===== src/uac_defines.svh =====
// constants for the serial command front end: opcodes, field positions, timing counts
// assumes a 100 MHz system clock; included by bare name wherever needed
`ifndef UAC_DEFINES_SVH
`define UAC_DEFINES_SVH

// bytes on the link
`define UAC_SYNC_BYTE            8'h55
`define UAC_FRAME_DATA_BITS      4'h8
`define UAC_FRAME_LAST_BIT       4'h9
`define UAC_SYNC_LAST_FALL       3'h3
`define UAC_SYNC_SPAN_SHIFT      3

// command bytes; stand-alone commands ignore bit 0
`define UAC_CMD_IGNORE_LOW_MASK  8'hFE
`define UAC_CMD_RESET            8'h06
`define UAC_CMD_START            8'h08
`define UAC_CMD_SLEEP            8'h02
`define UAC_CMD_READ_NIBBLE      4'h1
`define UAC_CMD_REG_READ_NIBBLE  4'h2
`define UAC_CMD_REG_WRITE_NIBBLE 4'h4
`define UAC_CMD_ADDR_MSB         3
`define UAC_CMD_ADDR_LSB         1
`define UAC_REG_ADDR_LAST        3'h4
`define UAC_REG_NO_RESTART       3'h4
`define UAC_REG_EMPTY_DATA       8'h00

// result words
`define UAC_RESULT_BYTES         2'h3
`define UAC_REG_BYTES            2'h1
`define UAC_RESULT_POS_FULL      24'h7FFFFF
`define UAC_RESULT_NEG_FULL      24'h800000

// timing
`define UAC_CLOCK_HZ             100000000
`define UAC_FMOD_NORMAL_HZ       256000
`define UAC_FMOD_TURBO_HZ        512000
`define UAC_TIMEOUT_MODS_NORMAL  32760
`define UAC_TIMEOUT_MODS_TURBO   65520
`define UAC_TIMEOUT_NORMAL_CYCLES (64'(`UAC_TIMEOUT_MODS_NORMAL) * `UAC_CLOCK_HZ / `UAC_FMOD_NORMAL_HZ)
`define UAC_TIMEOUT_TURBO_CYCLES  (64'(`UAC_TIMEOUT_MODS_TURBO) * `UAC_CLOCK_HZ / `UAC_FMOD_TURBO_HZ)
`define UAC_READY_HIGH_NS        1000
`define UAC_READY_HIGH_CYCLES    ((`UAC_READY_HIGH_NS * (`UAC_CLOCK_HZ / 1000000) + 999) / 1000)

`endif


===== src/uac_pkg.sv =====
// state types of the serial command front end
// widths are fixed here; counts live in uac_defines.svh
package uac_pkg;

	typedef enum logic [1:0] {RX_IDLE, RX_MEASURE, RX_DATA, RX_STOP} uac_rx_phase_type;

	typedef struct packed {
		uac_rx_phase_type phase;
		logic [19:0]      measure;
		logic [15:0]      timer;
		logic [15:0]      period;
		logic [2:0]       falls;
		logic [3:0]       bits;
		logic [7:0]       shift;
		logic [7:0]       data;
		logic             is_sync;
		logic             valid;
		logic             sync_seen;
		logic             last_rx;
	} uac_rx_state_type;

	typedef struct packed {
		logic        active;
		logic [15:0] timer;
		logic [3:0]  bits;
		logic [8:0]  shift;
		logic        line;
	} uac_tx_state_type;

	typedef enum logic [2:0] {M_SYNC, M_CMD, M_WDATA, M_RREAD, M_SEND} uac_phase_type;

	typedef struct packed {
		uac_phase_type phase;
		logic [2:0]    reg_addr;
		logic [7:0]    reg_wdata;
		logic          reg_write;
		logic [23:0]   send_word;
		logic [1:0]    send_left;
		logic [31:0]   idle_timer;
		logic          rx_abort;
		logic [23:0]   latest;
		logic [23:0]   snapshot;
		logic          newer_pending;
		logic          ready_n;
		logic [15:0]   hold;
		logic          fall_pending;
		logic          powered_down;
		logic          conv_run;
		logic          conv_cont;
		logic          conv_restart;
		logic          sleep_pending;
		logic          device_reset;
	} uac_state_type;

endpackage


===== src/uac_link_if.sv =====
// signals between the command controller and its receiver and transmitter
// all three ends run on the same clock
`timescale 1ns/100ps
`default_nettype none
interface uac_link_if;
	logic [15:0] bit_period;
	logic        rx_valid;
	logic [7:0]  rx_data;
	logic        rx_busy;
	logic        sync_seen;
	logic        sync_expect;
	logic        rx_abort;
	logic        tx_start;
	logic [7:0]  tx_data;
	logic        tx_ready;

	modport receiver (output bit_period, rx_valid, rx_data, rx_busy, sync_seen, input sync_expect, rx_abort);
	modport transmitter (input bit_period, tx_start, tx_data, output tx_ready);
	modport control (input bit_period, rx_valid, rx_data, rx_busy, sync_seen, tx_ready,
		output sync_expect, rx_abort, tx_start, tx_data);
endinterface
`default_nettype wire


===== src/uac_rx.sv =====
// receiver: measures the bit period on the sync byte, then samples 8-N-1 bytes
// rx is taken as synchronous to clock
`timescale 1ns/100ps
`default_nettype none
`include "uac_defines.svh"
module uac_rx (
	// clock and reset
	input  wire logic       clock,
	input  wire logic       rst_b,
	// serial line, input only
	input  wire logic       rx,
	// controller side
	uac_link_if.receiver    link
);
	uac_pkg::uac_rx_state_type st;
	uac_pkg::uac_rx_state_type next_st;
	logic                      fall;
	logic [15:0]               span;

	always_comb begin
		next_st = st;
		next_st.valid = 1'b0;
		next_st.sync_seen = 1'b0;
		next_st.last_rx = rx;
		fall = st.last_rx & ~rx;
		span = st.measure[18:3];
		case (st.phase)
			uac_pkg::RX_IDLE: begin
				if (fall && link.sync_expect) begin
					next_st.phase = uac_pkg::RX_MEASURE;
					next_st.measure = 20'h00001;
					next_st.falls = 3'h0;
				end else if (fall) begin
					next_st.phase = uac_pkg::RX_DATA;
					next_st.timer = st.period >> 1;
					next_st.bits = 4'h0;
					next_st.is_sync = 1'b0;
				end
			end
			uac_pkg::RX_MEASURE: begin
				next_st.measure = st.measure + 20'h00001;
				if (fall) begin
					next_st.falls = st.falls + 3'h1;
				end
				if (fall && st.falls == `UAC_SYNC_LAST_FALL) begin
					next_st.period = span;
					next_st.timer = span + (span >> 1);
					next_st.is_sync = 1'b1;
					next_st.phase = uac_pkg::RX_STOP;
				end
			end
			uac_pkg::RX_DATA: begin
				next_st.timer = st.timer - 16'h0001;
				if (st.timer == 16'h0000) begin
					next_st.timer = st.period - 16'h0001;
					next_st.bits = st.bits + 4'h1;
					if (st.bits == 4'h0 && rx) begin
						next_st.phase = uac_pkg::RX_IDLE;
					end else if (st.bits != 4'h0) begin
						next_st.shift = {rx, st.shift[7:1]};
					end
					if (st.bits == `UAC_FRAME_DATA_BITS) begin
						next_st.phase = uac_pkg::RX_STOP;
					end
				end
			end
			uac_pkg::RX_STOP: begin
				next_st.timer = st.timer - 16'h0001;
				if (st.timer == 16'h0000) begin
					next_st.phase = uac_pkg::RX_IDLE;
					next_st.data = st.shift;
					next_st.valid = rx & ~st.is_sync;
					next_st.sync_seen = rx & st.is_sync;
				end
			end
			default: next_st.phase = uac_pkg::RX_IDLE;
		endcase
		if (link.rx_abort) begin
			next_st.phase = uac_pkg::RX_IDLE;
		end
	end

	always_ff @(posedge clock or negedge rst_b) begin
		if (!rst_b) begin
			st <= '0;
			st.last_rx <= 1'b1;
		end else begin
			st <= next_st;
		end
	end

	assign link.bit_period = st.period;
	assign link.rx_valid = st.valid;
	assign link.rx_data = st.data;
	assign link.sync_seen = st.sync_seen;
	assign link.rx_busy = st.phase != uac_pkg::RX_IDLE;
endmodule
`default_nettype wire


===== src/uac_top.sv =====
// serial command front end of a delta-sigma converter: sync, decode, power, ready flag
// the converter core and the configuration store sit outside and follow the strobes here
`timescale 1ns/100ps
`default_nettype none
`include "uac_defines.svh"
// What this block does
// - sleep waits for running conversion, then powers down
// - powered down keeps settings, takes commands
// - start wakes, single or continuous per mode
// - never start a byte while host transmits
// - rx input only, tx idles high
// - ready on pin only if output, selected
// - ready low on result, high when loaded
// - unread continuous result: ready pulses high first
// - frames: start, eight bits lsb first, stop
// - sync byte before each command sets baud
// - idle mid-command too long resets interface
// - results are 24-bit two's complement
// - results clip at both full-scale codes
// - reset, start, sleep decoded ignoring bit zero
// - upper nibble one means read result
// - register commands carry address bits 3:1
// - words go least significant byte first
// - single-shot start mid-conversion restarts one
// - continuous start again restarts conversions
// - read loads newest result right after command
// - result during read byte keeps ready low
// - read of missing register returns zero
// - commands act only at mid stop bit
// - write except address four restarts conversion
module uac_top #(
	parameter int          RAW_WIDTH             = 26,
	parameter logic [31:0] TIMEOUT_NORMAL_CYCLES = 32'(`UAC_TIMEOUT_NORMAL_CYCLES),
	parameter logic [31:0] TIMEOUT_TURBO_CYCLES  = 32'(`UAC_TIMEOUT_TURBO_CYCLES),
	parameter logic [15:0] READY_HIGH_CYCLES     = 16'(`UAC_READY_HIGH_CYCLES)
) (
	// clock and reset
	input  wire logic                        clock,
	input  wire logic                        rst_b,
	// serial link
	input  wire logic                        rx,
	output logic                             tx,
	// configuration levels from the register store
	input  wire logic                        conversion_mode_bit,
	input  wire logic                        turbo_mode,
	input  wire logic                        pin2_direction,
	input  wire logic                        pin2_function_select,
	input  wire logic                        pin2_gpio_value,
	// register store access
	output logic [2:0]                       reg_addr,
	output logic [7:0]                       reg_wdata,
	output logic                             reg_write,
	input  wire logic [7:0]                  reg_rdata,
	output logic                             device_reset,
	// converter core
	output logic                             conv_run,
	output logic                             conv_continuous,
	output logic                             conv_restart,
	input  wire logic                        conv_done,
	input  wire logic                        conv_near_done,
	input  wire logic signed [RAW_WIDTH-1:0] conv_raw,
	// power
	output logic                             analog_power_on,
	output logic                             excitation_current_sources,
	// shared pin 2
	output logic                             result_ready_n,
	output logic                             pin2_out,
	output logic                             pin2_oe_n
);
	uac_link_if link ();

	uac_pkg::uac_state_type st;
	uac_pkg::uac_state_type next_st;
	logic [23:0]            clipped;
	logic [31:0]            timeout_limit;
	logic                   counting;
	logic                   tx_go;
	logic [7:0]             cmd;

	uac_rx u_rx (
		.clock (clock),
		.rst_b (rst_b),
		.rx    (rx),
		.link  (link.receiver)
	);

	uac_tx u_tx (
		.clock (clock),
		.rst_b (rst_b),
		.tx    (tx),
		.link  (link.transmitter)
	);

	function automatic logic [23:0] clip_result(input logic signed [RAW_WIDTH-1:0] raw);
		logic signed [RAW_WIDTH-1:0] top;
		logic signed [RAW_WIDTH-1:0] bottom;
		top = RAW_WIDTH'($signed(`UAC_RESULT_POS_FULL));
		bottom = -top - RAW_WIDTH'(1);
		if (raw > top) begin
			return `UAC_RESULT_POS_FULL;
		end else if (raw < bottom) begin
			return `UAC_RESULT_NEG_FULL;
		end
		return raw[23:0];
	endfunction

	always_comb begin
		next_st = st;
		next_st.reg_write = 1'b0;
		next_st.rx_abort = 1'b0;
		next_st.conv_restart = 1'b0;
		next_st.device_reset = 1'b0;
		cmd = link.rx_data;
		clipped = clip_result(conv_raw);
		timeout_limit = turbo_mode ? TIMEOUT_TURBO_CYCLES : TIMEOUT_NORMAL_CYCLES;
		// hold off while the host is sending
		tx_go = (st.phase == uac_pkg::M_SEND) && link.tx_ready && !link.rx_busy && (st.send_left != 2'h0);

		// result tracking; snapshot is what the host sees if a byte is in flight
		if (conv_done) begin
			next_st.latest = clipped;
		end
		// note a result that lands mid-byte
		if (conv_done && link.rx_busy) begin
			next_st.newer_pending = 1'b1;
		end else if (!link.rx_busy) begin
			next_st.newer_pending = 1'b0;
			next_st.snapshot = conv_done ? clipped : st.latest;
		end

		// ready falls on a new result
		if (st.hold != 16'h0000) begin
			next_st.hold = st.hold - 16'h0001;
			if (st.hold == 16'h0001 && st.fall_pending) begin
				next_st.ready_n = 1'b0;
				next_st.fall_pending = 1'b0;
			end
		end
		if (conv_done && st.hold > 16'h0001) begin
			next_st.fall_pending = 1'b1;
		end else if (conv_done) begin
			next_st.ready_n = 1'b0;
			next_st.fall_pending = 1'b0;
		end
		// unread result: high pulse before next
		if (conv_near_done && st.conv_cont && st.conv_run && !st.ready_n) begin
			next_st.ready_n = 1'b1;
			next_st.hold = READY_HIGH_CYCLES;
		end

		// finish the running conversion, then sleep
		if (conv_done && (!st.conv_cont || st.sleep_pending)) begin
			next_st.conv_run = 1'b0;
		end
		if (conv_done && st.sleep_pending) begin
			next_st.powered_down = 1'b1;
			next_st.sleep_pending = 1'b0;
		end

		counting = (st.phase == uac_pkg::M_CMD) || (st.phase == uac_pkg::M_WDATA) ||
			((st.phase == uac_pkg::M_SYNC) && link.rx_busy);
		if (!counting || link.rx_valid || link.sync_seen) begin
			next_st.idle_timer = 32'h00000000;
		end else if (st.idle_timer >= timeout_limit - 32'h00000001) begin
			next_st.idle_timer = 32'h00000000;
			next_st.phase = uac_pkg::M_SYNC;
			next_st.rx_abort = 1'b1;
		end else begin
			next_st.idle_timer = st.idle_timer + 32'h00000001;
		end

		case (st.phase)
			uac_pkg::M_SYNC: begin
				// every command follows a fresh sync
				if (link.sync_seen) begin
					next_st.phase = uac_pkg::M_CMD;
				end
			end
			uac_pkg::M_CMD: begin
				// act only on a latched byte
				if (link.rx_valid) begin
					next_st.phase = uac_pkg::M_SYNC;
					if ((cmd & `UAC_CMD_IGNORE_LOW_MASK) == `UAC_CMD_RESET) begin
						next_st.device_reset = 1'b1;
						next_st.powered_down = 1'b1;
						next_st.conv_run = 1'b0;
						next_st.conv_cont = 1'b0;
						next_st.sleep_pending = 1'b0;
						next_st.ready_n = 1'b1;
						next_st.hold = 16'h0000;
						next_st.fall_pending = 1'b0;
					end else if ((cmd & `UAC_CMD_IGNORE_LOW_MASK) == `UAC_CMD_START) begin
						next_st.powered_down = 1'b0;
						next_st.sleep_pending = 1'b0;
						next_st.conv_run = 1'b1;
						next_st.conv_cont = conversion_mode_bit;
						next_st.conv_restart = 1'b1;
					end else if ((cmd & `UAC_CMD_IGNORE_LOW_MASK) == `UAC_CMD_SLEEP) begin
						if (st.conv_run) begin
							next_st.sleep_pending = 1'b1;
						end else begin
							next_st.powered_down = 1'b1;
						end
					end else if (cmd[7:4] == `UAC_CMD_READ_NIBBLE) begin
						next_st.phase = uac_pkg::M_SEND;
						next_st.send_left = `UAC_RESULT_BYTES;
						if (st.newer_pending || (conv_done && link.rx_busy)) begin
							next_st.send_word = st.snapshot;
						end else begin
							next_st.send_word = conv_done ? clipped : st.latest;
							next_st.ready_n = 1'b1;
							next_st.hold = 16'h0000;
							next_st.fall_pending = 1'b0;
						end
					end else if (cmd[7:4] == `UAC_CMD_REG_READ_NIBBLE) begin
						next_st.reg_addr = cmd[`UAC_CMD_ADDR_MSB:`UAC_CMD_ADDR_LSB];
						next_st.phase = uac_pkg::M_RREAD;
					end else if (cmd[7:4] == `UAC_CMD_REG_WRITE_NIBBLE) begin
						next_st.reg_addr = cmd[`UAC_CMD_ADDR_MSB:`UAC_CMD_ADDR_LSB];
						next_st.phase = uac_pkg::M_WDATA;
					end
				end
			end
			uac_pkg::M_WDATA: begin
				if (link.rx_valid) begin
					next_st.phase = uac_pkg::M_SYNC;
					// writes beyond the last address are dropped
					if (st.reg_addr <= `UAC_REG_ADDR_LAST) begin
						next_st.reg_wdata = cmd;
						next_st.reg_write = 1'b1;
						if (st.reg_addr != `UAC_REG_NO_RESTART && st.conv_run) begin
							next_st.conv_restart = 1'b1;
						end
					end
				end
			end
			uac_pkg::M_RREAD: begin
				next_st.send_word = {16'h0000,
					(st.reg_addr <= `UAC_REG_ADDR_LAST) ? reg_rdata : `UAC_REG_EMPTY_DATA};
				next_st.send_left = `UAC_REG_BYTES;
				next_st.phase = uac_pkg::M_SEND;
			end
			uac_pkg::M_SEND: begin
				if (tx_go) begin
					next_st.send_word = {8'h00, st.send_word[23:8]};
					next_st.send_left = st.send_left - 2'h1;
				end
				if (st.send_left == 2'h0 && link.tx_ready) begin
					next_st.phase = uac_pkg::M_SYNC;
				end
			end
			default: next_st.phase = uac_pkg::M_SYNC;
		endcase

		if (next_st.powered_down) begin
			next_st.conv_run = 1'b0;
		end
	end

	always_ff @(posedge clock or negedge rst_b) begin
		if (!rst_b) begin
			st <= '0;
			st.phase <= uac_pkg::M_SYNC;
			st.ready_n <= 1'b1;
			st.powered_down <= 1'b1;
		end else begin
			st <= next_st;
		end
	end

	assign link.sync_expect = st.phase == uac_pkg::M_SYNC;
	assign link.rx_abort = st.rx_abort;
	assign link.tx_start = tx_go;
	assign link.tx_data = st.send_word[7:0];

	assign reg_addr = st.reg_addr;
	assign reg_wdata = st.reg_wdata;
	assign reg_write = st.reg_write;
	assign device_reset = st.device_reset;
	assign conv_run = st.conv_run;
	assign conv_continuous = st.conv_cont;
	assign conv_restart = st.conv_restart;
	// analog and both current sources off
	assign analog_power_on = ~st.powered_down;
	assign excitation_current_sources = ~st.powered_down;
	assign result_ready_n = st.ready_n;
	// ready reaches pin only when selected
	assign pin2_oe_n = ~pin2_direction;
	assign pin2_out = pin2_function_select ? st.ready_n : pin2_gpio_value;
endmodule
`default_nettype wire


===== src/uac_tx.sv =====
// transmitter: 8-N-1 frames at the measured bit period
// the line idles high; a start is taken only while tx_ready is high
`timescale 1ns/100ps
`default_nettype none
`include "uac_defines.svh"
module uac_tx (
	// clock and reset
	input  wire logic       clock,
	input  wire logic       rst_b,
	// serial line
	output logic            tx,
	// controller side
	uac_link_if.transmitter link
);
	uac_pkg::uac_tx_state_type st;
	uac_pkg::uac_tx_state_type next_st;

	always_comb begin
		next_st = st;
		if (!st.active) begin
			next_st.line = 1'b1;
			if (link.tx_start) begin
				next_st.active = 1'b1;
				next_st.shift = {1'b1, link.tx_data};
				next_st.bits = 4'h0;
				next_st.timer = link.bit_period - 16'h0001;
				next_st.line = 1'b0;
			end
		end else begin
			next_st.timer = st.timer - 16'h0001;
			if (st.timer == 16'h0000) begin
				next_st.timer = link.bit_period - 16'h0001;
				next_st.bits = st.bits + 4'h1;
				next_st.line = st.shift[0];
				next_st.shift = {1'b1, st.shift[8:1]};
				if (st.bits == `UAC_FRAME_LAST_BIT) begin
					next_st.active = 1'b0;
					next_st.line = 1'b1;
				end
			end
		end
	end

	always_ff @(posedge clock or negedge rst_b) begin
		if (!rst_b) begin
			st <= '0;
			st.line <= 1'b1;
		end else begin
			st <= next_st;
		end
	end

	assign tx = st.line;
	assign link.tx_ready = ~st.active;
endmodule
`default_nettype wire

===== config.mk =====
export PLATFORM = sky130hd
export DESIGN_NAME = uac_top
export DESIGN_NICKNAME = d
export VERILOG_FILES = /design/src/uac_pkg.sv /design/src/uac_link_if.sv /design/src/uac_rx.sv /design/src/uac_top.sv /design/src/uac_tx.sv
export VERILOG_INCLUDE_DIRS = /design/src
export SDC_FILE = /design/constraint.sdc
export NUM_CORES = 1
export LEC_CHECK = 0
export BUFFER_PORTS_ARGS = -buffer_cell sky130_fd_sc_hd__buf_2
export CORE_UTILIZATION = 55
export DETAILED_ROUTE_END_ITERATION = 12
export HOLD_SLACK_MARGIN = 0.06
export PLACE_DENSITY_LB_ADDON = 0.08
export SYNTH_ARGS = -nofsm -noshare
export SYNTH_HDL_FRONTEND = slang
export SYNTH_SLANG_ARGS = --single-unit

===== constraint.sdc =====
create_clock -name clock -period 7.3 [get_ports clock]
set_input_delay 1.46 -clock clock [delete_from_list [all_inputs] [get_ports clock]]
set_output_delay 1.46 -clock clock [all_outputs]
set_load 0.05 [all_outputs]

After elaboration in Yosys (flattened, before gate mapping)
Cells that the tools add are included.
W data, S select, Z words.
{"block": "word_totals", "register_bits": 259, "latchBits": 0, "ram_bits": 0, "mem_bits_ro": 0, "inputBits": 44, "output_inout_bits": 22, "elab_cells": 272, "mem_count": 0}
{"block": "classes", "addsub": 11, "multipliers": 0, "div_mod_pow": 0, "order_cmp": 5, "eq_ne": 37, "shifts": 0, "n_mux": 109, "bitwise_logic": 15, "n_reduce_logical": 58}
{"operator": "$mux W26", "n": 6}
{"operator": "$mux W24", "n": 6}
{"operator": "$mux W32", "n": 3}
{"operator": "$mux W31", "n": 3}
{"operator": "$mux W18", "n": 5}
{"operator": "$pmux W26 S3", "n": 1}
{"operator": "$pmux W16 S4", "n": 1}
{"operator": "$sub A16 B1 Y16 const B", "n": 4}
{"operator": "$mux W16", "n": 3}
{"operator": "$mux W21", "n": 2}
{"operator": "$pmux W20 S2", "n": 1}
{"operator": "$mux W1", "n": 37}
{"operator": "$add A32 B1 Y32 const B", "n": 1}
{"operator": "$ge A32 B24 Y1 const B", "n": 1}
{"operator": "$logic_not A16 Y1", "n": 2}
{"operator": "$mux W3", "n": 10}
{"operator": "$gt A26 B24 Y1 const B", "n": 1}
{"operator": "$lt A26 B24 Y1 const B", "n": 1}
{"operator": "$mux W6", "n": 4}
{"operator": "$mux W8", "n": 3}
{"operator": "$mux W2", "n": 11}
{"operator": "$add A20 B1 Y20 const B", "n": 1}
{"operator": "$mux W20", "n": 1}
{"operator": "$logic_and A1 B1 Y1", "n": 17}
{"operator": "other kinds (49)", "n": 110}

Longest topological paths before layout
{"block": "logic_depth", "depth_word": 15, "mapped_depth": 10, "ltp_nobuf": 9}

Modules after synthesis
From an unflattened synthesis, not the netlist that was laid out.
{"block": "unflattened", "hier_cells": 1511, "area_unflattened_um2": 14102.3}
{"module": "uac_top", "n_inst": 1, "cells_per_inst": 674, "area_each_um2": 6926.6, "seq_area_each_um2": 3681.0}
{"module": "uac_rx", "n_inst": 1, "cells_per_inst": 598, "area_each_um2": 5156.2, "seq_area_each_um2": 2003.2}
{"module": "uac_tx", "n_inst": 1, "cells_per_inst": 239, "area_each_um2": 2019.4, "seq_area_each_um2": 777.0}

Worst setup path after synthesis
No wires, ideal clock.
{"block": "synth_timing", "path_type": "input port to output port", "startpoint": "input pin2_function_select", "endpoint": "output pin2_out", "arrival_time_ns": 1.894, "t_required_ns": 5.840, "setup_slack_ns": 3.946, "path_stages": 1, "path_buffers": 0, "path_cell_list": "mux2_2"}
{"block": "synth_between", "elab_chain_len": 1}
{"element": "from (decl)", "line_no": "uac_top.sv:47", "text": "input wire logic pin2_function_select,"}
{"element": "$mux W1", "line_no": "uac_top.sv:289", "text": "assign pin2_out = pin2_function_select ? st.ready_n : pin2_gpio_value;"}
{"element": "to (decl)", "line_no": "uac_top.sv:67", "text": "output logic pin2_out,"}
Every way passes these cells.

Worst setup path in the final report
Same ends and word-level chain as after synthesis.

==> flow_metrics.tcl <==
set metrics [dict create \
    status "finished, final reports clean" \
    multi_input_area_um2 6460 \
    finClkSkew_ps 16.7 \
    holdPathStages 1 \
    layout.nets 1570 \
    synth-seq-area-share_pct 48.1 \
    wl_per_cell_um 17.3 \
    power_leakage_nw 6.90 \
    cts.repair.resized 0 \
    relSlewSlack_pct 17.0 \
    wl_met1_um 14700 \
    cts_inserted_buffers 29 \
    min_to "u_rx.st[79]" \
    finalCriticalPeriod_ps 3520 \
    async_reset_ff_share_pct 100 \
    place_area_um2 14000 \
    switching_share_pct 32.1 \
    nFillCells 2044 \
    slew_violations 0 \
    die-area_um2 25000 \
    cts.clk_slew.worst_paths_ps 60 \
    dp_hpwl_um 21000 \
    intPower_mw 2.95 \
    period_share_pct 48.3 \
    core-area_um2 23700 \
    antenna_found_initial 0 \
    hold_ws_ps 460 \
    n_antenna_cell 0 \
    design_area_um2 15000 \
    initial_core_util_pct 56.7 \
    crit_path_end_kind "output port" \
    grtUsageTotal_pct 26.1 \
    ant_nets 0 \
    clockPowerShare_pct 37.2 \
    initialDrtViolationCount 947 \
    layout_setup_ws_ps 3780 \
    htreeDepth 1 \
    place_congestion 0.923 \
    synth.yosys.warnings 0 \
    p_comb_share_pct 21.8 \
    tns_ps 0 \
    syn2layout_area_growth_pct 12.0 \
    ioPinCount 66 \
    grt_pass1_vias 10200 \
    critPathRequiredTime_ps 5840 \
    grt_pass1_wl_um 52300 \
    synthCells 1457 \
    cts_sinks 258 \
    cts_setup_buffers 0 \
    hold_class "reg -> reg" \
    tritoncts "built" \
    syn_avg_cell_area_um2 9.21 \
    rsz0062_at_grt "false" \
    peakVddDrop_mv 0.227 \
    r2r_end "u_tx.st[29]" \
    worstPathMaxFanout 1 \
    row_count 56 \
    wl_met2_um 14800 \
    cts_root_buf "clkbuf_16" \
    synth_ff_type "dfrtp_1" \
    port_buffers 64 \
    min-delay-start "link.rx_abort" \
    reg2reg_from "u_tx.st[14]" \
    setup_viol 0 \
    reg2regPathDepth 8 \
    drc_errors 0 \
    pre_cts_ws_ps 3450 \
    routed-via-count 10800 \
    ys_ff_latch 258 \
    top_layer "met4" \
    ys_types 82 \
    viasPerCell 5.86 \
    syn_area_um2 13400 \
    grt_max_degree 151 \
    maxCapViolations 0 \
    r2r_setup_slack_ps 4130 \
    ff_latch_area_um2 6460 \
    pwr-share-seq_pct 41.0 \
    drive_above_1_share_pct 13.0 \
    worst_pin_slew_ps 1240 \
    fmax_ghz 0.284 \
    clk_latency_ps 560 \
    overflow 0 \
    p_switching_mw 1.40 \
    power.density_nw_per_um2 289 \
    hold_viol_final 0 \
    ctsHoldBuffers 0 \
    crit_path_start_kind "input pin" \
    dr_wl_met3_um 1460 \
    firstDrtPassIters 7 \
    die_h_um 158 \
    die_width_um 158 \
    wl_um 31800 \
    clockBufferDepth 3 \
    crit_arrival_ps 2060 \
    critical_path_class "in -> out" \
    synth_edf_count 0 \
]
==> Yosys cell counts, types with 5 or more instances <==
master    count  area (um2)
dfrtp_1     254        6360
nand2_1     239         897
nor2_1      144         541
o21ai_0      98         490
a21oi_1      77         385
clkbuf_1     58         218
inv_1        51         191
nand3_1      46         230
mux2_2       43         484
xor2_1       43         377
xnor2_1      42         368
nor3_1       39         195
ha_1         30         375
a31oi_1      20         125
mux2i_1      16         160
and3_1       15        93.8
nor4_1       15        93.8
or3_1        15        93.8
nand4_1      13        81.3
buf_4        12        90.1
o22ai_1      12        75.1
a221o_1      11         110
o211ai_1     11        82.6
a211oi_1     10        75.1
nand2b_1      9        56.3
a222oi_1      8        80.1
nor2b_1       7        43.8
nor3b_1       6        45.0
o31ai_1       6        45.0
or4_1         6        45.0
a221oi_1      5        43.8
buf_1         5        18.8
==> cell families (layout without fill, tap and decap cells) <==
logic type | count (synthesis) | after routing | synth area share [%]
simple gates | 590 | 590 | 20.4
compound gates | 303 | 303 | 14.1
flops | 258 | 258 | 48.1
buf+inv | 130 | 184 | 4.00
other cells | 1 | 8 | 0.0279
xor+xnor | 85 | 85 | 5.55
fa+ha+maj | 31 | 31 | 2.95
mux | 59 | 59 | 4.80
==> critical path, stage by stage <==
cell,delay [ps]
buf_2,80
mux2_2,310
buf_2,210
==> cells in the final DEF (no fill, tap or decap), types with 5 or more instances in the layout <==
master / netlist / routed
o22ai_1: 12 / 11
ha_1: 30 / 30
conb_1: 1 / 8
nand3_1: 46 / 46
nor3_1: 39 / 39
dfrtp_1: 254 / 254
o21ai_0: 98 / 98
nand4_1: 13 / 13
xor2_1: 43 / 43
a222oi_1: 8 / 8
o31ai_1: 6 / 6
buf_2: 3 / 63
nor3b_1: 6 / 6
clkbuf_16: 0 / 29
nand2b_1: 9 / 9
a211oi_1: 10 / 10
nor2_1: 144 / 143
or3_1: 15 / 15
a21oi_1: 77 / 76
a221oi_1: 5 / 5
nor4_1: 15 / 15
a221o_1: 11 / 11
buf_4: 12 / 13
xnor2_1: 42 / 42
o211ai_1: 11 / 11
and3_1: 15 / 15
nand2_1: 239 / 239
mux2i_1: 16 / 16
mux2_2: 43 / 43
a31oi_1: 20 / 20
inv_1: 51 / 51
or4_1: 6 / 6
nor2b_1: 7 / 7
clkinv_2: 0 / 8
bufinv_16: 0 / 7
==> worst max-delay path by stage <==
stage | start | end | slack, ps | cells past startpoint
4_1_cts | pin2_function_select | pin2_out | 3770 | 3
3_5_place_dp | rx | u_rx.st[44] | 3450 | 7
5_1_grt | rx | u_rx.st[55] | 3710 | 6
2_1_floorplan | pin2_function_select | pin2_out | 3950 | 1
3_3_place_gp | rx | u_rx.st[44] | 3410 | 7
6_report | pin2_function_select | pin2_out | 3780 | 3
==> power groups by stage <==
stage / clock network, mW / logic, mW / registers (mW)
after global routing: 1.70 / 1.07 / 1.81
after detailed placement: 0 / 0.938 / 1.80
after CTS: 1.64 / 0.948 / 1.78
final: 1.62 / 0.948 / 1.78
after floorplan: 0 / 0.693 / 1.75
after global placement: 0 / 0.919 / 1.79
==> metrics by stage <==
| step | util, % | power, mW | cells |
|---|---|---|---|
| 2_1_floorplan | - | 2.45 | 1464 |
| 3_3_place_gp | 59.0 | 2.71 | 1783 |
| 3_5_place_dp | 59.0 | 2.74 | 1783 |
| 4_1_cts | 63.5 | 4.37 | 1837 |
| 5_1_grt | 63.5 | 4.58 | 1837 |
| 6_report | 63.5 | 4.35 | 1837 |
==> area by class of cell <==
class | count | area share [%]
Multi-Input combinational cell | 1076 | 43.0
Clock buffer | 32 | 4.97
Inverter | 52 | 1.30
Clock inverter | 22 | 2.11
Tap cell | 319 | 2.66
Sequential cell | 258 | 43.0
Timing Repair Buffer | 78 | 2.98
==> per-layer routing <==
layer  up-vias  track usage [%]
met5         -                0
met2       310             41.5
met4         0             8.47
li1       5172                -
met1      5213             37.4
met3        62             2.66
==> state kept, by name, indices dropped and copies added, names as in the netlist, 3 cells and up <==
register              cells
reg_wdata                 8
link.tx_data              8
u_rx.span                16
u_rx.st                  38
u_tx.st                  30
u_rx.link.bit_period     16
u_rx.link.rx_data         8
st                      121
reg_addr                  3
(Power assumes the default switching activity.)
